<file path="src/common/pwm_unit_map.svh">
/*
  register offsets, field positions, reset values, the pwm mode code and the fine-bit width for the pwm unit.
  assumes inclusion by bare name from the design and bench files; the package does not include it.
*/
`ifndef PWM_UNIT_MAP_SVH
`define PWM_UNIT_MAP_SVH

// byte addresses on the apb bus
`define PWM_OFF_DUTY_VALUE 12'h000
`define PWM_OFF_DUTY_SHADOW 12'h004
`define PWM_OFF_UNIT_CONTROL 12'h008
`define PWM_OFF_PERIOD_LIMIT 12'h00C
`define PWM_OFF_TIMER_CTRL 12'h010
`define PWM_OFF_TIMER_COUNT 12'h014

// unit control field positions
`define PWM_CTL_DUTY_LSB_HI 5
`define PWM_CTL_DUTY_LSB_LO 4
`define PWM_CTL_MODE_HI 3
`define PWM_CTL_MODE_LO 0

// timer control field positions
`define PWM_TCTL_ON_BIT 2
`define PWM_TCTL_PRE_HI 1
`define PWM_TCTL_PRE_LO 0

// reset values
`define PWM_RST_BYTE 8'h00
`define PWM_RST_PERIOD 8'hFF
`define PWM_RST_TCTL 3'h0

// pwm mode codes: 11xx selects pwm
`define PWM_MODE_PWM_TOP 2'h3

// fine-count widths: fine bits below the timer
`define PWM_FINE_BITS 2

`endif

</file>
<file path="src/common/pwm_unit_pkg.sv">
/*
  types shared by the pwm unit files.
  assumes the map header sits in the include path.
*/
package pwm_unit_pkg;

  // apb request as seen by the slave
  typedef struct packed {
    logic        sel;
    logic        enable;
    logic        write;
    logic [11:0] addr;
    logic [31:0] wdata;
  } apb_req_s;

  // cycle phase of the pwm output
  typedef enum logic [1:0] {
    PH_LOW  = 2'b01,
    PH_HIGH = 2'b10
  } pwm_phase_e;

  typedef logic [7:0] byte_t;

endpackage

</file>
<file path="src/rtl/pwm_fine_counter.sv">
/*
  period timer with prescaler and two fine bits below the timer count.
  assumes one clock; period match is decided here against period_in.
*/
`timescale 1ns/10ps
`include "pwm_unit_map.svh"

module pwm_fine_counter #(
  parameter int WIDTH = 8
) (
  // clock and reset
  input wire logic clk_sys_in,
  input wire logic sys_rst_in,
  // control
  input wire logic run_in,
  input wire logic [1:0] prescale_in,
  input wire logic [WIDTH-1:0] period_in,
  input wire logic load_in,
  input wire logic [WIDTH-1:0] load_val_in,
  // state
  output logic [WIDTH-1:0] count_out,
  output logic [1:0] fine_out,
  output logic tick_out,
  output logic match_tick_out
);

  logic [3:0] pre_reg, pre_next; // divider below the fine bits
  logic [1:0] fine_reg, fine_next;
  logic [WIDTH-1:0] cnt_reg, cnt_next;
  logic step; // one fine step

  // fine step rate: 1, 4 or 16 clocks per fine step
  function automatic logic pre_done(input logic [1:0] sel, input logic [3:0] p);
    case (sel)
      2'd0: pre_done = 1'b1;
      2'd1: pre_done = (p[1:0] == 2'd3);
      default: pre_done = (p == 4'hF);
    endcase
  endfunction

  assign step = run_in && pre_done(prescale_in, pre_reg);
  // timer increments when the fine bits wrap
  assign tick_out = step && (fine_reg == 2'd3);
  assign match_tick_out = tick_out && (cnt_reg == period_in);

  // next-state of divider, fine bits and timer
  always_comb begin
    pre_next = pre_reg;
    fine_next = fine_reg;
    cnt_next = cnt_reg;
    if (run_in) begin
      pre_next = step ? 4'h0 : pre_reg + 4'h1;
    end
    if (step) begin
      fine_next = fine_reg + 2'd1;
    end
    if (load_in) begin
      cnt_next = load_val_in; // software write wins
    end else if (match_tick_out) begin
      cnt_next = '0;
    end else if (tick_out) begin
      cnt_next = cnt_reg + WIDTH'(1);
    end
  end

  always_ff @(posedge clk_sys_in or posedge sys_rst_in) begin
    if (sys_rst_in) begin
      pre_reg <= 4'h0;
      fine_reg <= 2'd0;
      cnt_reg <= '0;
    end else begin
      pre_reg <= pre_next;
      fine_reg <= fine_next;
      cnt_reg <= cnt_next;
    end
  end

  assign count_out = cnt_reg;
  assign fine_out = fine_reg;

endmodule

</file>
<file path="src/rtl/pwm_period_duty_unit.sv">
/*
  pwm unit: apb register file, period timer, double-buffered 10-bit duty and output latch.
  assumes an apb master on clk_sys_in and a port pin whose direction software sets.
*/
// The placing of the registers and the APB register port are this design's own decisions.
`timescale 1ns/10ps
`include "pwm_unit_map.svh"

// Functional notes
// pwm waveform on pin, up to 10-bit duty
// software sets pin direction to output
// control write zero clears output latch only
// period limit register sets the period
// match clears timer at next increment
// match sets output unless duty zero
// match copies duty into shadow register
// control: duty lsbs 5:4, mode 3:0
// duty is value byte plus control lsbs
// clear output when shadow equals timer plus fine
// duty beyond period keeps output high
// shadow read-only while in pwm mode
// control register resets to zero
module pwm_period_duty_unit (
  // clock and reset
  input wire logic clk_sys_in,
  input wire logic sys_rst_in,
  // apb slave
  input wire logic psel_in,
  input wire logic penable_in,
  input wire logic pwrite_in,
  input wire logic [11:0] paddr_in,
  input wire logic [31:0] pwdata_in,
  output logic [31:0] prdata_out,
  output logic pready_out,
  output logic pslverr_out,
  // pin
  output logic pwm_output_pin_out,
  output logic pwm_mode_active_out
);

  pwm_unit_pkg::apb_req_s req;
  logic wr_en; // write access phase
  logic rd_en; // read access phase

  // registers
  pwm_unit_pkg::byte_t duty_value_reg, duty_value_next;
  pwm_unit_pkg::byte_t duty_shadow_reg, duty_shadow_next;
  logic [1:0] shadow_lsb_reg, shadow_lsb_next; // 2-bit internal latch
  logic [5:0] unit_control_reg, unit_control_next; // bits 7:6 not stored
  pwm_unit_pkg::byte_t period_limit_reg, period_limit_next;
  logic [2:0] timer_ctrl_reg, timer_ctrl_next;
  logic [31:0] prdata_reg, prdata_next;
  logic pslverr_reg, pslverr_next;
  logic out_reg, out_next;
  pwm_unit_pkg::pwm_phase_e phase_reg, phase_next;

  // timer signals
  pwm_unit_pkg::byte_t tmr_count;
  logic [1:0] tmr_fine;
  logic tmr_tick;
  logic period_tick;
  logic tmr_load;
  logic pwm_mode;
  logic [9:0] duty_full;
  logic [9:0] duty_next_full;
  logic [9:0] time_full;

  assign req = '{sel: psel_in, enable: penable_in, write: pwrite_in, addr: paddr_in, wdata: pwdata_in};
  assign wr_en = req.sel && req.enable && req.write;
  assign rd_en = req.sel && req.enable && !req.write;

  // known-offset check used by the error response to both reads and writes
  function automatic logic addr_known(input logic [11:0] a);
    addr_known = (a == `PWM_OFF_DUTY_VALUE) || (a == `PWM_OFF_DUTY_SHADOW)
              || (a == `PWM_OFF_UNIT_CONTROL) || (a == `PWM_OFF_PERIOD_LIMIT)
              || (a == `PWM_OFF_TIMER_CTRL) || (a == `PWM_OFF_TIMER_COUNT);
  endfunction

  // pwm selected by mode code 11xx
  assign pwm_mode = (unit_control_reg[`PWM_CTL_MODE_HI:`PWM_CTL_MODE_HI-1] == `PWM_MODE_PWM_TOP);
  assign tmr_load = wr_en && (req.addr == `PWM_OFF_TIMER_COUNT);

  // period timer with fine bits
  pwm_fine_counter #(
    .WIDTH(8)
  ) pwm_fine_counter_i (
    .clk_sys_in(clk_sys_in),
    .sys_rst_in(sys_rst_in),
    .run_in(timer_ctrl_reg[`PWM_TCTL_ON_BIT]),
    .prescale_in(timer_ctrl_reg[`PWM_TCTL_PRE_HI:`PWM_TCTL_PRE_LO]),
    .period_in(period_limit_reg),
    .load_in(tmr_load),
    .load_val_in(req.wdata[7:0]),
    .count_out(tmr_count),
    .fine_out(tmr_fine),
    .tick_out(tmr_tick),
    .match_tick_out(period_tick)
  );

  // 10-bit duty: value byte over control lsbs
  assign duty_next_full = {duty_value_reg, unit_control_reg[`PWM_CTL_DUTY_LSB_HI:`PWM_CTL_DUTY_LSB_LO]};
  assign duty_full = {duty_shadow_reg, shadow_lsb_reg};
  assign time_full = {tmr_count, tmr_fine};

  // register writes and shadow reload
  always_comb begin
    duty_value_next = duty_value_reg;
    duty_shadow_next = duty_shadow_reg;
    shadow_lsb_next = shadow_lsb_reg;
    unit_control_next = unit_control_reg;
    period_limit_next = period_limit_reg;
    timer_ctrl_next = timer_ctrl_reg;
    if (wr_en) begin
      unique case (req.addr)
        `PWM_OFF_DUTY_VALUE: begin
          duty_value_next = req.wdata[7:0];
        end
        `PWM_OFF_DUTY_SHADOW: begin
          // shadow ignores writes in pwm mode
          if (!pwm_mode) begin
            duty_shadow_next = req.wdata[7:0];
          end
        end
        `PWM_OFF_UNIT_CONTROL: begin
          unit_control_next = req.wdata[5:0];
        end
        `PWM_OFF_PERIOD_LIMIT: begin
          period_limit_next = req.wdata[7:0];
        end
        `PWM_OFF_TIMER_CTRL: begin
          timer_ctrl_next = req.wdata[2:0];
        end
        default: begin
          // timer count handled in the counter, others ignored
        end
      endcase
    end
    // reload at cycle boundary; beats a shadow write in the same cycle
    if (pwm_mode && period_tick) begin
      duty_shadow_next = duty_value_reg;
      shadow_lsb_next = unit_control_reg[`PWM_CTL_DUTY_LSB_HI:`PWM_CTL_DUTY_LSB_LO];
    end
  end

  // output latch and phase
  always_comb begin
    out_next = out_reg;
    phase_next = phase_reg;
    if (!pwm_mode) begin
      // a control of zero (or any non-pwm code) leaves the latch low
      out_next = 1'b0;
      phase_next = pwm_unit_pkg::PH_LOW;
    end else if (period_tick) begin
      // new cycle: high unless the next duty is zero
      out_next = (duty_next_full != 10'h000);
      phase_next = (duty_next_full != 10'h000) ? pwm_unit_pkg::PH_HIGH : pwm_unit_pkg::PH_LOW;
    end else if ((phase_reg == pwm_unit_pkg::PH_HIGH) && (duty_full == time_full)) begin
      // duty beyond period never matches, so the output stays high
      out_next = 1'b0;
      phase_next = pwm_unit_pkg::PH_LOW;
    end
  end

  // read mux and error response
  always_comb begin
    prdata_next = prdata_reg;
    // hold the error through the access edge so it cannot change as it is sampled
    pslverr_next = (req.sel && req.enable) ? pslverr_reg : 1'b0;
    if (req.sel && !req.enable) begin
      prdata_next = 32'h0000_0000;
      if (!req.write) begin
        unique case (req.addr)
          `PWM_OFF_DUTY_VALUE: prdata_next = {24'h00_0000, duty_value_reg};
          `PWM_OFF_DUTY_SHADOW: prdata_next = {24'h00_0000, duty_shadow_reg};
          `PWM_OFF_UNIT_CONTROL: prdata_next = {26'h000_0000, unit_control_reg};
          `PWM_OFF_PERIOD_LIMIT: prdata_next = {24'h00_0000, period_limit_reg};
          `PWM_OFF_TIMER_CTRL: prdata_next = {29'h0000_0000, timer_ctrl_reg};
          `PWM_OFF_TIMER_COUNT: prdata_next = {24'h00_0000, tmr_count};
          default: prdata_next = 32'h0000_0000;
        endcase
      end
      pslverr_next = !addr_known(req.addr);
    end
  end

  // single register stage for all state outside the timer
  always_ff @(posedge clk_sys_in or posedge sys_rst_in) begin
    if (sys_rst_in) begin
      duty_value_reg <= `PWM_RST_BYTE;
      duty_shadow_reg <= `PWM_RST_BYTE;
      shadow_lsb_reg <= 2'h0;
      unit_control_reg <= 6'h00;
      period_limit_reg <= `PWM_RST_PERIOD;
      timer_ctrl_reg <= `PWM_RST_TCTL;
      prdata_reg <= 32'h0000_0000;
      pslverr_reg <= 1'b0;
      out_reg <= 1'b0;
      phase_reg <= pwm_unit_pkg::PH_LOW;
    end else begin
      duty_value_reg <= duty_value_next;
      duty_shadow_reg <= duty_shadow_next;
      shadow_lsb_reg <= shadow_lsb_next;
      unit_control_reg <= unit_control_next;
      period_limit_reg <= period_limit_next;
      timer_ctrl_reg <= timer_ctrl_next;
      prdata_reg <= prdata_next;
      pslverr_reg <= pslverr_next;
      out_reg <= out_next;
      phase_reg <= phase_next;
    end
  end

  // data captured in setup, so the access phase always completes at once
  assign pready_out = 1'b1;
  assign prdata_out = rd_en ? prdata_reg : 32'h0000_0000;
  assign pslverr_out = req.sel && req.enable && pslverr_reg;
  // pin direction is the port's business, outside this unit
  assign pwm_output_pin_out = out_reg;
  assign pwm_mode_active_out = pwm_mode;

  // checks
  property p_ctl_zero_low;
    @(posedge clk_sys_in) disable iff (sys_rst_in)
      (wr_en && req.addr == `PWM_OFF_UNIT_CONTROL && req.wdata[3:0] == 4'h0) |=> ##1 !pwm_output_pin_out;
  endproperty
  a_ctl_zero_low: assert property (p_ctl_zero_low) else $error("latch not low after control cleared");

  property p_match_clear;
    @(posedge clk_sys_in) disable iff (sys_rst_in)
      (period_tick && !tmr_load) |=> (tmr_count == 8'h00);
  endproperty
  a_match_clear: assert property (p_match_clear) else $error("timer not cleared on period match");

  // timer counts up by one per tick below the period limit
  property p_timer_step;
    @(posedge clk_sys_in) disable iff (sys_rst_in)
      (tmr_tick && !period_tick && !tmr_load) |=> (tmr_count == $past(tmr_count) + 8'h01);
  endproperty
  a_timer_step: assert property (p_timer_step) else $error("timer did not step on tick");

  property p_match_set;
    @(posedge clk_sys_in) disable iff (sys_rst_in)
      (pwm_mode && period_tick) |=> (pwm_output_pin_out == ($past(duty_next_full) != 10'h000));
  endproperty
  a_match_set: assert property (p_match_set) else $error("output wrong at cycle start");

  property p_reload;
    @(posedge clk_sys_in) disable iff (sys_rst_in)
      (pwm_mode && period_tick) |=> (duty_full == $past(duty_next_full));
  endproperty
  a_reload: assert property (p_reload) else $error("shadow not reloaded at match");

  property p_ctl_read;
    @(posedge clk_sys_in) disable iff (sys_rst_in)
      (rd_en && req.addr == `PWM_OFF_UNIT_CONTROL) |-> (prdata_out[31:6] == 26'h000_0000);
  endproperty
  a_ctl_read: assert property (p_ctl_read) else $error("unused control bits read non-zero");

  property p_fall;
    @(posedge clk_sys_in) disable iff (sys_rst_in)
      (pwm_mode && out_reg && !period_tick && duty_full == time_full) |=> !pwm_output_pin_out;
  endproperty
  a_fall: assert property (p_fall) else $error("output not cleared at duty match");

  property p_long_duty;
    @(posedge clk_sys_in) disable iff (sys_rst_in)
      (pwm_mode && out_reg && !period_tick && duty_full > {period_limit_reg, 2'b11}
        && $stable(unit_control_reg)) |=> pwm_output_pin_out;
  endproperty
  a_long_duty: assert property (p_long_duty) else $error("output fell with duty beyond period");

  property p_shadow_ro;
    @(posedge clk_sys_in) disable iff (sys_rst_in)
      (pwm_mode && !period_tick) |=> $stable(duty_shadow_reg);
  endproperty
  a_shadow_ro: assert property (p_shadow_ro) else $error("shadow changed in pwm mode off a boundary");

  property p_out_needs_mode;
    @(posedge clk_sys_in) disable iff (sys_rst_in)
      pwm_output_pin_out |-> $past(pwm_mode);
  endproperty
  a_out_needs_mode: assert property (p_out_needs_mode) else $error("output high outside pwm mode");

  c_period: cover property (@(posedge clk_sys_in) disable iff (sys_rst_in) pwm_mode && period_tick);
  c_fall: cover property (@(posedge clk_sys_in) disable iff (sys_rst_in) $fell(pwm_output_pin_out) && pwm_mode);
  c_zero_duty: cover property (@(posedge clk_sys_in) disable iff (sys_rst_in)
    pwm_mode && period_tick && duty_next_full == 10'h000);
  c_shadow_blocked: cover property (@(posedge clk_sys_in) disable iff (sys_rst_in)
    pwm_mode && wr_en && req.addr == `PWM_OFF_DUTY_SHADOW);

endmodule

</file>
<file path="config.mk">
export PLATFORM = sky130hd
export DESIGN_NAME = pwm_period_duty_unit
export DESIGN_NICKNAME = d
export VERILOG_FILES = /design/src/common/pwm_unit_pkg.sv /design/src/rtl/pwm_fine_counter.sv /design/src/rtl/pwm_period_duty_unit.sv
export VERILOG_INCLUDE_DIRS = /design/src /design/src/common
export SDC_FILE = /design/constraint.sdc
export NUM_CORES = 1
export LEC_CHECK = 0
export BUFFER_PORTS_ARGS = -buffer_cell sky130_fd_sc_hd__buf_2
export CAP_MARGIN = 20
export CORE_MARGIN = 2
export CORE_UTILIZATION = 37
export DETAILED_ROUTE_END_ITERATION = 10
export PLACE_DENSITY = 0.61
export SYNTH_ARGS = -nofsm -noshare
export SYNTH_HDL_FRONTEND = slang
export SYNTH_SLANG_ARGS = --single-unit
</file>
<file path="constraint.sdc">
create_clock -name clk_sys_in -period 3.5 [get_ports clk_sys_in]
set_input_delay 0.7 -clock clk_sys_in [delete_from_list [all_inputs] [get_ports clk_sys_in]]
set_output_delay 0.7 -clock clk_sys_in [all_outputs]
set_load 0.02 [all_outputs]
</file>
# Yosys cells after proc, flatten, opt, wreduce, memory -nomap -nowiden

Index checks and enable logic that the tools add are counted.

Flip-flop bits (word level): 85
Bits of input ports: 49
Output and inout bits: 36
Logic and storage cells: 83

Add/sub/neg operators: 3
Equal/unequal tests: 16
Multiplexer cells: 21
Reduce and logical (&&, ||, !) cells: 30

Operators with widths:

| operator                                              | number |
|---|---|
| 2-to-1 mux 8 bit                                      | 8 |
| one-hot mux 8 bit (6 select lines)                    | 1 |
| 2-to-1 mux 32 bit                                     | 1 |
| equality test 12 x 4 -> 1 bit (second input constant) | 2 |
| equality test 12 x 5 -> 1 bit (second input constant) | 2 |
| equality test 12 x 3 -> 1 bit (second input constant) | 1 |
| zero test 12 bit                                      | 1 |
| logical AND 1 bit                                     | 11 |
| equality test 10 bit                                  | 1 |
| nonzero test 10 bit                                   | 1 |
| adder 8 x 1 -> 8 bit (second input constant)          | 1 |
| equality test 2 bit (second input constant)           | 4 |
| equality test 8 bit                                   | 1 |
| 2-to-1 mux 2 bit                                      | 4 |
| AND reduction 2 bit                                   | 4 |
| logical OR 1 bit                                      | 5 |
| 2-to-1 mux 1 bit                                      | 5 |
| adder 4 x 1 -> 4 bit (second input constant)          | 1 |
| equality test 4 bit (second input constant)           | 1 |
| 2-to-1 mux 4 bit                                      | 1 |
| != test 2 x 1 -> 1 bit (second input constant)        | 2 |
| nonzero test 2 bit                                    | 2 |
| zero test 1 bit                                       | 3 |
| != test 3 x 2 -> 1 bit (second input constant)        | 1 |
| 6 further kinds                                       | 6 |

# Longest topological paths before layout

Gate-level depths: netlist (run 1).

Depth in word-level cells: 8
Mapped depth: 7
Depth with buffers taken out: 6

# By module

A second synthesis (run 1) with hierarchy kept.

Cell total of the unflattened synthesis: 348
Area, all modules: 3,638.5 µm²

By module, submodules not included:

| module               | instances | cells each | area an instance (µm²) |
|---|---|---|---|
| pwm_period_duty_unit | 1         | 250        | 2,702.6 |
| pwm_fine_counter     | 1         | 98         | 935.9 |

# Worst setup path before layout (run 1)

No wires, ideal clock.

Path kind: in2reg
From: input paddr_in[7]
To: register duty_value_reg[0]
Library setup time: 0.125 ns
Arrival time: 2.250 ns
Required time: 3.375 ns
Setup slack: 1.125 ns
Stages on the path: 5
Path buffers: 0
Cells stage by stage: nor4_2 nand3_2 or3_4 nor3_4 mux2_2

Cells in the longest elaborated chain, start to end: 2

RTL lines:

| element                       | RTL line                    | text |
|---|---|---|
| start, declared               | pwm_period_duty_unit.sv:31  | `input wire logic [11:0] paddr_in,` |
| zero test 12 bit              | pwm_period_duty_unit.sv:114 | `unique case (req.addr)` |
| AND reduction 2 bit (no line) | -                           |  |
| end signal, assigned          | pwm_period_duty_unit.sv:189 | `` duty_value_reg <= `PWM_RST_BYTE; `` |
| end signal, assigned          | pwm_period_duty_unit.sv:200 | `duty_value_reg <= duty_value_next;` |
| end, declared                 | pwm_period_duty_unit.sv:46  | `pwm_unit_pkg::byte_t duty_value_reg, duty_value_next;` |

Every way passes these cells.
A chain may end at the register's enable or synchronous reset.

# Final worst setup path (run 1)

From: register pwm_fine_counter_i.cnt_reg[2] (netlist: pwm_fine_counter_i.count_out[2])
To: register duty_shadow_reg[4]

Cells in the longest elaborated chain, start to end: 5

RTL lines:

| element                                                                       | RTL line                    | text |
|---|---|---|
| start, declared                                                               | pwm_fine_counter.sv:29      | `logic [WIDTH-1:0] cnt_reg, cnt_next;` |
| start signal, assigned                                                        | pwm_fine_counter.sv:74      | `cnt_reg <= cnt_next;` |
| equality test 8 bit (*)                                                       | pwm_fine_counter.sv:44      | `assign match_tick_out = tick_out && (cnt_reg == period_in);` |
| logical AND 1 bit (*)                                                         | pwm_fine_counter.sv:44      |  |
| logical AND 1 bit (*)                                                         | pwm_period_duty_unit.sv:139 | `if (pwm_mode && period_tick) begin` |
| != test 2 x 1 -> 1 bit (no line) / nonzero test 2 bit (equally long branches) | -                           |  |
| AND reduction 3 bit (no line)                                                 | -                           |  |
| end signal, assigned                                                          | pwm_period_duty_unit.sv:190 | `` duty_shadow_reg <= `PWM_RST_BYTE; `` |
| end signal, assigned                                                          | pwm_period_duty_unit.sv:201 | `duty_shadow_reg <= duty_shadow_next;` |
| end, declared                                                                 | pwm_period_duty_unit.sv:47  | `pwm_unit_pkg::byte_t duty_shadow_reg, duty_shadow_next;` |

Mark *: on every way between the ends. The rest lies on a longest branch, timed or not.

==> results.sh, run 1 <==
export IMPL_cts_buffers=9
export IMPL_multi_input_area_mm2=0.00186
export IMPL_fin_tns_setup_ns=0
export IMPL_drive_gt1_frac=0.306
export IMPL_clkPwrFrac=0.466
export IMPL_nets=426
export IMPL_fin_crit_ns=2.47
export IMPL_final_cells=508
export IMPL_critPathCaptureType="register"
export IMPL_seq_power_share=0.466
export IMPL_rrSetupSlack_ns=1.03
export IMPL_initial_core_util=0.384
export IMPL_max_clock_path_buffers=2
export IMPL_powerDensity_mw_per_mm2=375
export IMPL_cts_hold_buf=0
export IMPL_cts_tree="done"
export IMPL_io_buffers=35
export IMPL_die_y_um=102
export IMPL_clk_pin_slew_ns=0.08
export IMPL_timing_fmax_mhz=405
export IMPL_crit_required_ns=3.73
export IMPL_yosys_warnings=0
export IMPL_grt_setup_unrepaired="false"
export IMPL_fillers=922
export IMPL_avgSynthCellArea_um2=10.5
export IMPL_via_per_inst=5.26
export IMPL_p_switching_w=0.000353
export IMPL_ctsResizeCount=0
export IMPL_drv_slew=0
export IMPL_wirelength_um=8220
export IMPL_dpl_cell_count=492
export IMPL_crit_type="register to register"
export IMPL_netSwitchingFraction=0.236
export IMPL_post_cts_setup_buffers=0
export IMPL_finClkSkew_ns=0.0109
export IMPL_final_cell_area_mm2=0.00399
export IMPL_synth_top_area_share=0.356
export IMPL_syn_to_final_growth_pct=11.4
export IMPL_die_area_mm2=0.0105
export IMPL_startpoint_type="register"
export IMPL_synth_top_area_cell="dfrtp_1"
export IMPL_grt_pass1_vias=2524
export IMPL_synth_area_leaders="dfrtp_1, mux2_2, dfstp_2, buf_4, xor2_1"
export IMPL_cp_data_arrival_time_ns=2.70
export IMPL_whs_ns=0.312
export IMPL_grt_max_degree=26
export IMPL_register_area_mm2=0.00151
export IMPL_vias=2673
export IMPL_finalCritPeriodShare=0.706
export IMPL_final_common_cell="dfrtp_1"
export IMPL_ys_types=52
export IMPL_min_path_type="input port to async pin"
export IMPL_dr_pass1_iters=4
export IMPL_slew_headroom=0.534
export IMPL_synthArstFlopShare=1.00
export IMPL_synth_ff_type="dfrtp_1"
export IMPL_hpwl_um=6090
export IMPL_setup_viol=0
export IMPL_ys_seq_area_frac=0.422
export IMPL_synthesis_area_mm2=0.00358
export IMPL_core_mm2=0.00933
export IMPL_fin_util=0.428
export IMPL_drv_cap=0
export IMPL_grt_first_pass_wirelength_um=13200
export IMPL_postRouteAntennaNets=0
export IMPL_clk_latency_ns=0.35
export IMPL_wl_per_cell_um=16.2
export IMPL_reg2reg_depth=5
export IMPL_synth_edff_count=0
export IMPL_chipWidth_um=102
export IMPL_p_int_w=0.00114
export IMPL_overflow=0
export IMPL_diodes=0
export IMPL_hold_viol=0
export IMPL_synthCells=343
export IMPL_cts_sinks=60
export IMPL_pin_count=85
export IMPL_cts_root_buf="clkbuf_8"
export IMPL_num_rows=35
export IMPL_final_cell_mix="dfrtp_1, mux2_2, buf_2"
export IMPL_irDropWorstVdd_mv=0.158
export IMPL_place_area_mm2=0.00377
export IMPL_antenna_found_initial=0
export IMPL_gp_congestion=0.811
export IMPL_status="complete, no violations"
export IMPL_critPathMaxFanout=12
export IMPL_p_comb_frac=0.068
export IMPL_htree_levels=3
export IMPL_track_usage=0.167
export IMPL_leakagePower_nw=1.88
export IMPL_tightest_slew_ns=0.695
export IMPL_initialDrtViolationCount=129
export IMPL_ys_ff_latch=60
export IMPL_drc=0
==> synth_stat cells (2+ instances only) <==
library cell and n:
dfrtp_1 51, mux2_2 35, buf_4 25, nand2_1 22, nor2_1 19, o21ai_0 16, xor2_1 16, clkbuf_1 12
nand3_1 12, and2_1 10, a21o_1 9, a22o_1 9, dfstp_2 9, a21oi_1 8, a31oi_1 8, a22oi_1 7
inv_1 7, nor3_1 4, and3_1 3, buf_1 3, ha_1 3, mux2i_1 3, mux4_2 3, nand4_1 3
nor4_2 3, o31ai_1 3, or4_1 3, xnor2_1 3, a21bo_2 2, and4_1 2, buf_6 2, conb_1 2
nand4b_1 2, nor3b_2 2, nor4_1 2, o21bai_1 2, o41ai_1 2, or3b_2 2
==> cells by family (layout without fill, tap and decap cells) <==
kind of cell,count (synthesis),after routing,synth area share
AND/OR/NAND/NOR,96,96,0.159
AO/OA/AOI/OAI,71,71,0.136
flip-flops,60,60,0.422
buffers and inverters,50,63,0.0831
multiplexers,42,42,0.140
XOR/XNOR,19,19,0.0464
adder cells (fa/ha/maj),3,3,0.0105
other,2,25,0.00210
==> per-layer routing <==
layer | routed length [um] | GRT usage | vias to the layer above
li1 | - | - | 1256
met1 | 3810 | 0.235 | 1334
met2 | 3910 | 0.248 | 65
met3 | 344 | 0.0404 | 18
met4 | 158 | 0.0615 | 0
met5 | 0 | 0 | -
==> final cells by class <==
cell class	instances	share of cell area
Clock buffer	12	0.0364
Timing Repair Buffer	40	0.0533
Sequential cell	60	0.379
Inverter	7	0.00658
Tap cell	129	0.0404
Multi-Input combinational cell	256	0.466
Clock inverter	4	0.0185
==> path summary, 6_finish.rpt <==
kind / startpoint / endpoint
hold reg to reg: prdata_reg[7] / prdata_reg[7]
min in group clk_sys_in: prdata_reg[7] / prdata_reg[7]
hold / removal: sys_rst_in / prdata_reg[1]
setup reg to reg: pwm_fine_counter_i.count_out[2] / duty_shadow_reg[4]
setup / recovery: pwm_fine_counter_i.count_out[2] / duty_shadow_reg[4]
max in group asynchronous: sys_rst_in / period_limit_reg[2]
==> worst max-delay path, stage by stage (launching register included) <==
cell	delay [ns]
dfrtp_1	0.47
xor2_1	0.21
nor4_2	0.50
and4_1	0.63
nor2_1	0.31
a21o_1	0.25
==> power groups by stage <==
| stage | Sequential (W) | Clock, W | Combinational (W) |
|---|---|---|---|
| finish | 0.000697 | 0.000697 | 0.000102 |
| detailed placement | 0.000710 | 0 | 0.000102 |
| global placement | 0.000710 | 0 | 0.000101 |
| floorplan | 0.000709 | 0 | 0.0000891 |
| CTS | 0.000697 | 0.000708 | 0.000102 |
| global route | 0.000697 | 0.000738 | 0.000113 |
==> stage by stage <==
| stage | power [W] | setup slack (ns) |
|---|---|---|
| floorplan | 0.000798 | 1.12 |
| global placement | 0.000811 | 0.784 |
| detailed placement | 0.000812 | 0.755 |
| CTS | 0.00151 | 1.05 |
| global route | 0.00155 | 0.929 |
| finish | 0.00150 | 1.03 |
Power figures use the tool's default switching activity.
==> run 2: changes to the inputs <==
--- a/config.mk
+++ b/config.mk
@@ -6,12 +6,13 @@
 export SDC_FILE = /design/constraint.sdc
 export NUM_CORES = 1
 export LEC_CHECK = 0
+export ABC_AREA = 1
 export BUFFER_PORTS_ARGS = -buffer_cell sky130_fd_sc_hd__buf_2
 export CAP_MARGIN = 20
 export CORE_MARGIN = 2
 export CORE_UTILIZATION = 37
 export DETAILED_ROUTE_END_ITERATION = 10
-export PLACE_DENSITY = 0.61
+export PLACE_DENSITY = 0.6
 export SYNTH_ARGS = -nofsm -noshare
 export SYNTH_HDL_FRONTEND = slang
 export SYNTH_SLANG_ARGS = --single-unit
==> constraint.sdc (replaced) <==
create_clock -name clk_sys_in -period 2.4 [get_ports clk_sys_in]
set_input_delay 0.48 -clock clk_sys_in [delete_from_list [all_inputs] [get_ports clk_sys_in]]
set_output_delay 0.48 -clock clk_sys_in [all_outputs]
set_load 0.02 [all_outputs]
==> run 2 against run 1 <==
Maximum frequency increased by 26%. Largest power group unchanged. Highest routed layer unchanged. Via count rose by 32%. First-iteration DRC count up 27%. Non-clock buffer count grew 6. Global-route usage is 1.7 points higher.
==> results.sh, run 2 <==
export IMPL_fin_tns_setup_ns=0
export IMPL_cts_root_buf="clkbuf_8"
export IMPL_finalWorstSetupSlack_ns=0.444
export IMPL_wirelength_um=9780
export IMPL_nets=651
export IMPL_chipWidth_um=106
export IMPL_cp_slowest_cell="dfrtp_1"
export IMPL_die_y_um=106
export IMPL_status="complete, no violations"
export IMPL_critPathCaptureType="register"
export IMPL_clk_latency_ns=0.34
export IMPL_io_buffers=35
export IMPL_cp_data_arrival_time_ns=2.23
export IMPL_diodes=0
export IMPL_synth_top_area_cell="dfrtp_1"
export IMPL_cts_buffers=9
export IMPL_powerDensity_mw_per_mm2=497
export IMPL_crit_type="register to register"
export IMPL_leakagePower_nw=2.18
export IMPL_die_area_mm2=0.0113
export IMPL_final_cell_mix="nand2_1, nand3_1, inv_1"
export IMPL_setup_viol=0
export IMPL_ys_types=30
export IMPL_synthCells=563
export IMPL_critPathMaxFanout=8
export IMPL_crit_required_ns=2.68
export IMPL_post_cts_setup_buffers=0
export IMPL_grt_busiest_layer="met2"
export IMPL_critPathBufInv=2
export IMPL_synthArstFlopShare=1.00
export IMPL_dr_pass1_iters=4
export IMPL_grt_pass1_vias=3326
export IMPL_max_clock_path_buffers=2
export IMPL_ctsResizeCount=0
export IMPL_grt_max_degree=61
export IMPL_antenna_found_initial=0
export IMPL_p_int_w=0.00163
export IMPL_drv_slew=0
export IMPL_seq_power_share=0.470
export IMPL_fin_crit_ns=1.96
export IMPL_num_rows=37
export IMPL_clkPwrFrac=0.466
export IMPL_use_met2=0.300
export IMPL_crit_top_cell="nand2_1"
export IMPL_timing_fmax_mhz=511
export IMPL_synth_edff_count=0
export IMPL_ys_seq_area_frac=0.390
export IMPL_vias=3526
export IMPL_drive_gt1_frac=0.152
export IMPL_drc=0
export IMPL_critical_path_top_delay_family="simple AND/OR/NAND/NOR gates"
export IMPL_gp_congestion=0.859
export IMPL_finalCritPeriodShare=0.815
export IMPL_netSwitchingFraction=0.249
export IMPL_track_usage=0.184
export IMPL_hpwl_um=7260
export IMPL_p_comb_frac=0.064
export IMPL_grt_met1_usage=0.248
export IMPL_synthesis_area_mm2=0.00388
export IMPL_via_per_inst=4.76
export IMPL_yosys_top_cells_count="nand2_1, nand3_1, inv_1, dfrtp_1, nor2_1"
export IMPL_wl_per_cell_um=13.2
export IMPL_synth_most_common_cell="nand2_1"
export IMPL_drv_cap=0
export IMPL_dp_slack_ns=0.283
export IMPL_use_met3=0.0411
export IMPL_initial_core_util=0.379
export IMPL_initialDrtViolationCount=164
export IMPL_grt_setup_unrepaired="false"
export IMPL_synth_top_area_share=0.329
export IMPL_cts_hold_buf=0
export IMPL_slowest_delay_ns=0.41
export IMPL_hold_viol=0
export IMPL_synth_ff_type="dfrtp_1"
export IMPL_cts_tree="done"
export IMPL_finClkSkew_ns=0.00643
export IMPL_path_cells="ha_1 -> o21bai_1 -> nand2_1 -> nand2_1 -> inv_1 -> nand2_1 -> nand3_1 -> o21ai_0 -> inv_1 -> nand2_1"
export IMPL_htree_levels=3
export IMPL_grt_first_pass_wirelength_um=16500
export IMPL_cts_sinks=60
export IMPL_avgSynthCellArea_um2=6.88
export IMPL_syn_to_final_growth_pct=12.4
export IMPL_yosys_warnings=0
export IMPL_overflow=0
export IMPL_ys_ff_latch=60
export IMPL_p_switching_w=0.000539
export IMPL_irDropWorstVdd_mv=0.284
export IMPL_pin_count=85
export IMPL_core_mm2=0.0102
export IMPL_startpoint_type="register"
export IMPL_synth_area_leaders="dfrtp_1, nand2_1, nand3_1, inv_1, dfstp_2"
export IMPL_min_path_type="input port to async pin"
export IMPL_final_common_cell="nand2_1"
export IMPL_postRouteAntennaNets=0
export IMPL_clk_pin_slew_ns=0.07
==> run 2: kinds of logic (layout without fill, tap and decap cells) <==
logic type | count (synthesis) | count (layout) | synth area share
AO/OA/AOI/OAI | 46 | 46 | 0.0607
XOR/XNOR | 10 | 10 | 0.0226
adder cells (fa/ha/maj) | 3 | 3 | 0.00968
buffers and inverters | 124 | 142 | 0.148
flip-flops | 60 | 60 | 0.390
other | 2 | 25 | 0.00194
AND/OR/NAND/NOR | 318 | 318 | 0.367
==> run 2: final cells by class <==
type | count | area (um^2)
Sequential cell | 60 | 1510
Timing Repair Buffer | 46 | 283
Fill cell | 1079 | 5870
Clock inverter | 7 | 91.3
Multi-Input combinational cell | 402 | 1880
Inverter | 80 | 300
Tap cell | 136 | 170
Clock buffer | 9 | 124
==> run 2: per-stage QoR <==
step / utilization / instances / area [um^2] / hold slack [ns] / total power [W]
after floorplan: - / 586 / 3960 / 0.449 / 0.00115
after global placement: 0.405 / 724 / 4140 / 0.463 / 0.00117
after detailed placement: 0.405 / 724 / 4140 / 0.466 / 0.00118
after CTS: 0.426 / 740 / 4360 / 0.204 / 0.00218
after global routing: 0.426 / 740 / 4360 / 0.226 / 0.00224
final: 0.426 / 740 / 4360 / 0.156 / 0.00216
==> run 2: power groups by stage <==
stage	combinational [W]	clock (W)	sequential (W)
4_1_cts	0.000140	0.00103	0.00102
6_report	0.000138	0.00101	0.00102
5_1_grt	0.000155	0.00107	0.00102
2_1_floorplan	0.000119	0	0.00104
3_5_place_dp	0.000140	0	0.00104
3_3_place_gp	0.000138	0	0.00104
==> run 2: worst paths after layout <==
kind	to	from	slack, ns	cells after the start
min in group clk_sys_in	duty_shadow_reg[6]	pwdata_in[6]	0.37	3
hold reg to reg	prdata_reg[5]	prdata_reg[5]	0.48	2
setup / recovery	pwm_fine_counter_i.count_out[4]	pwm_fine_counter_i.pre_reg[0]	0.44	10
hold / removal	duty_value_reg[6]	sys_rst_in	0.16	3
setup reg to reg	pwm_fine_counter_i.count_out[4]	pwm_fine_counter_i.pre_reg[0]	0.44	10
max in group asynchronous	period_limit_reg[3]	sys_rst_in	1.87	3
==> run 2: worst reg2reg max path, stage by stage (launching register included) <==
cell and delay [ns]:
dfrtp_1 0.41, ha_1 0.24, o21bai_1 0.15, nand2_1 0.06
nand2_1 0.21, inv_1 0.15, nand2_1 0.33, nand3_1 0.13
o21ai_0 0.10, inv_1 0.06, nand2_1 0.05
==> run 2: metal layers <==
| layer | share of wire | vias to the layer above |
|---|---|---|
| met5 | 0 | - |
| met4 | 0.014 | 0 |
| met3 | 0.057 | 12 |
| met2 | 0.46 | 92 |
| met1 | 0.47 | 1607 |
| li1 | - | 1815 |
==> run 3: changes to the inputs <==
--- a/config.mk
+++ b/config.mk
@@ -12,7 +12,7 @@
 export CORE_MARGIN = 2
 export CORE_UTILIZATION = 37
 export DETAILED_ROUTE_END_ITERATION = 10
-export PLACE_DENSITY = 0.6
+export PLACE_DENSITY = 0.62
 export SYNTH_ARGS = -nofsm -noshare
 export SYNTH_HDL_FRONTEND = slang
 export SYNTH_SLANG_ARGS = --single-unit
==> constraint.sdc (replaced) <==
create_clock -name clk_sys_in -period 1.6 [get_ports clk_sys_in]
set_input_delay 0.32 -clock clk_sys_in [delete_from_list [all_inputs] [get_ports clk_sys_in]]
set_output_delay 0.32 -clock clk_sys_in [all_outputs]
set_load 0.02 [all_outputs]
==> run 3 against run 2 <==
Global-route usage up 1.1 points. Cell area up 13%. Utilization up 5.7 points. Clock power up 22%.
==> results.sh, run 3 (same netlist as run 2, synthesis figures left out) <==
export IMPL_status="complete, no violations"
export IMPL_via_per_inst=4.88
export IMPL_crit_type="register to register"
export IMPL_pin_count=85
export IMPL_finClkSkew_ns=0.00976
export IMPL_core_mm2=0.0102
export IMPL_grt_max_degree=43
export IMPL_syn_to_final_growth_pct=27.4
export IMPL_p_switching_w=0.000835
export IMPL_r2r_start="pwm_fine_counter_i.pre_reg[1]"
export IMPL_cts_tree="done"
export IMPL_grt_first_pass_wirelength_um=17400
export IMPL_clk_latency_ns=0.34
export IMPL_min_path_type="input port to register"
export IMPL_drv_cap=0
export IMPL_wirelength_um=10400
export IMPL_drv_slew=0
export IMPL_register_area_mm2=0.00151
export IMPL_drive_gt1_frac=0.276
export IMPL_final_common_cell="nand2_1"
export IMPL_grt_pass1_vias=3723
export IMPL_overflow=0
export IMPL_initialDrtViolationCount=227
export IMPL_io_buffers=35
export IMPL_chipWidth_um=106
export IMPL_track_usage=0.195
export IMPL_postRouteAntennaNets=0
export IMPL_seq_power_share=0.511
export IMPL_max_clock_path_buffers=2
export IMPL_htree_levels=3
export IMPL_vias=3887
export IMPL_finalCritPeriodShare=0.995
export IMPL_timing_fmax_mhz=628
export IMPL_cts_root_buf="clkbuf_8"
export IMPL_min_from="pwdata_in[6]"
export IMPL_drc=0
export IMPL_antenna_found_initial=0
export IMPL_cp_data_arrival_time_ns=1.82
export IMPL_cts_sinks=60
export IMPL_clk_pin_slew_ns=0.08
export IMPL_setup_viol=0
export IMPL_die_y_um=106
export IMPL_powerDensity_mw_per_mm2=605
export IMPL_netSwitchingFraction=0.280
export IMPL_crit_required_ns=1.83
export IMPL_critPathCaptureType="register"
export IMPL_startpoint_type="register"
export IMPL_leakagePower_nw=2.51
export IMPL_fin_crit_ns=1.59
export IMPL_irDropWorstVdd_mv=0.363
export IMPL_fillers=1057
export IMPL_critPathMaxFanout=6
export IMPL_clkPwrFrac=0.410
export IMPL_nets=707
export IMPL_dr_pass1_iters=6
export IMPL_initial_core_util=0.379
export IMPL_hold_viol=0
export IMPL_startpoint="pwm_fine_counter_i.pre_reg[1]"
export IMPL_multi_input_area_mm2=0.00203
export IMPL_num_rows=37
export IMPL_die_area_mm2=0.0113
export IMPL_finalWorstSetupSlack_ns=0.00817
export IMPL_diodes=0
export IMPL_fin_tns_setup_ns=0
export IMPL_p_comb_frac=0.079
export IMPL_dp_slack_ns=-0.101
export IMPL_gp_congestion=0.916
export IMPL_cts_buffers=9
export IMPL_p_int_w=0.00215
export IMPL_hpwl_um=7800
export IMPL_final_cell_mix="nand2_1, inv_1, nand3_1, buf_4, dfrtp_1"
export IMPL_grt_setup_unrepaired="true"
export IMPL_wl_per_cell_um=13.1
==> run 3: routing by layer <==
| metal | track usage | vias to the layer above | share of wire |
|---|---|---|---|
| li1 | - | 1927 | - |
| met1 | 0.258 | 1819 | 0.45 |
| met2 | 0.320 | 124 | 0.47 |
| met3 | 0.0282 | 17 | 0.052 |
| met4 | 0.0789 | 0 | 0.019 |
| met5 | 0 | - | 0 |
==> run 3: final cells by class <==
cell class | instances | share of cell area
multi-input combinational | 402 | 0.411
sequential | 60 | 0.306
tap | 136 | 0.0345
timing repair buffer | 102 | 0.151
clock inverter | 7 | 0.0109
inverter | 80 | 0.0616
clock buffer | 9 | 0.0251
==> run 3: stage by stage <==
stage                     power, W  instance area (um^2)  hold WS, ns  std cells   util
after global placement     0.00178                  4540        0.351        773  0.444
after floorplan            0.00173                  3970        0.423        586      -
after detailed placement   0.00179                  4540        0.357        773  0.444
after CTS                  0.00302                  4780        0.203        792  0.467
after global routing       0.00311                  4940        0.224        796  0.483
final                      0.00299                  4940        0.204        796  0.483
==> run 3: worst max-delay path, cell delays in order, from the launching register on <==
cell and delay, ns:
dfrtp_1 0.41, ha_4 0.16, nand3_1 0.09, nand2_1 0.12, nand2_4 0.08, nor2_4 0.17
nand3_2 0.13, buf_6 0.16, nand3_2 0.06, nand3_2 0.08
==> run 3: worst paths after layout <==
path,endpoint,depth (start not counted),slack [ns]
hold reg to reg,prdata_reg[4],2,0.48
max in group asynchronous,period_limit_reg[2],4,0.46
setup reg to reg,duty_shadow_reg[2],9,0.008
hold / removal,duty_shadow_reg[6],3,0.20
setup / recovery,duty_shadow_reg[2],9,0.008
min in group asynchronous,pwm_fine_counter_i.fine_out[1],3,0.53
==> run 3: repair_timing <==
| item | 4_1_cts | 5_1_grt |
|---|---|---|
| setup buffers | 2 | 5 |
| hold buffers | 1 | 0 |
| gates resized for setup | 13 | 34 |
| pin swaps | 10 | 20 |
| gates cloned | 1 | 0 |
| hold endpoints to repair | 18 | 0 |
| endpoints found under the setup margin | 21 | 20 |
==> run 3: power by group through the flow <==
stage / registers, W / logic [W] / clock network, W
final: 0.00153 / 0.000236 / 0.00123
after global routing: 0.00153 / 0.000260 / 0.00133
after CTS: 0.00152 / 0.000235 / 0.00126
after detailed placement: 0.00155 / 0.000232 / 0
after global placement: 0.00155 / 0.000229 / 0
after floorplan: 0.00155 / 0.000179 / 0
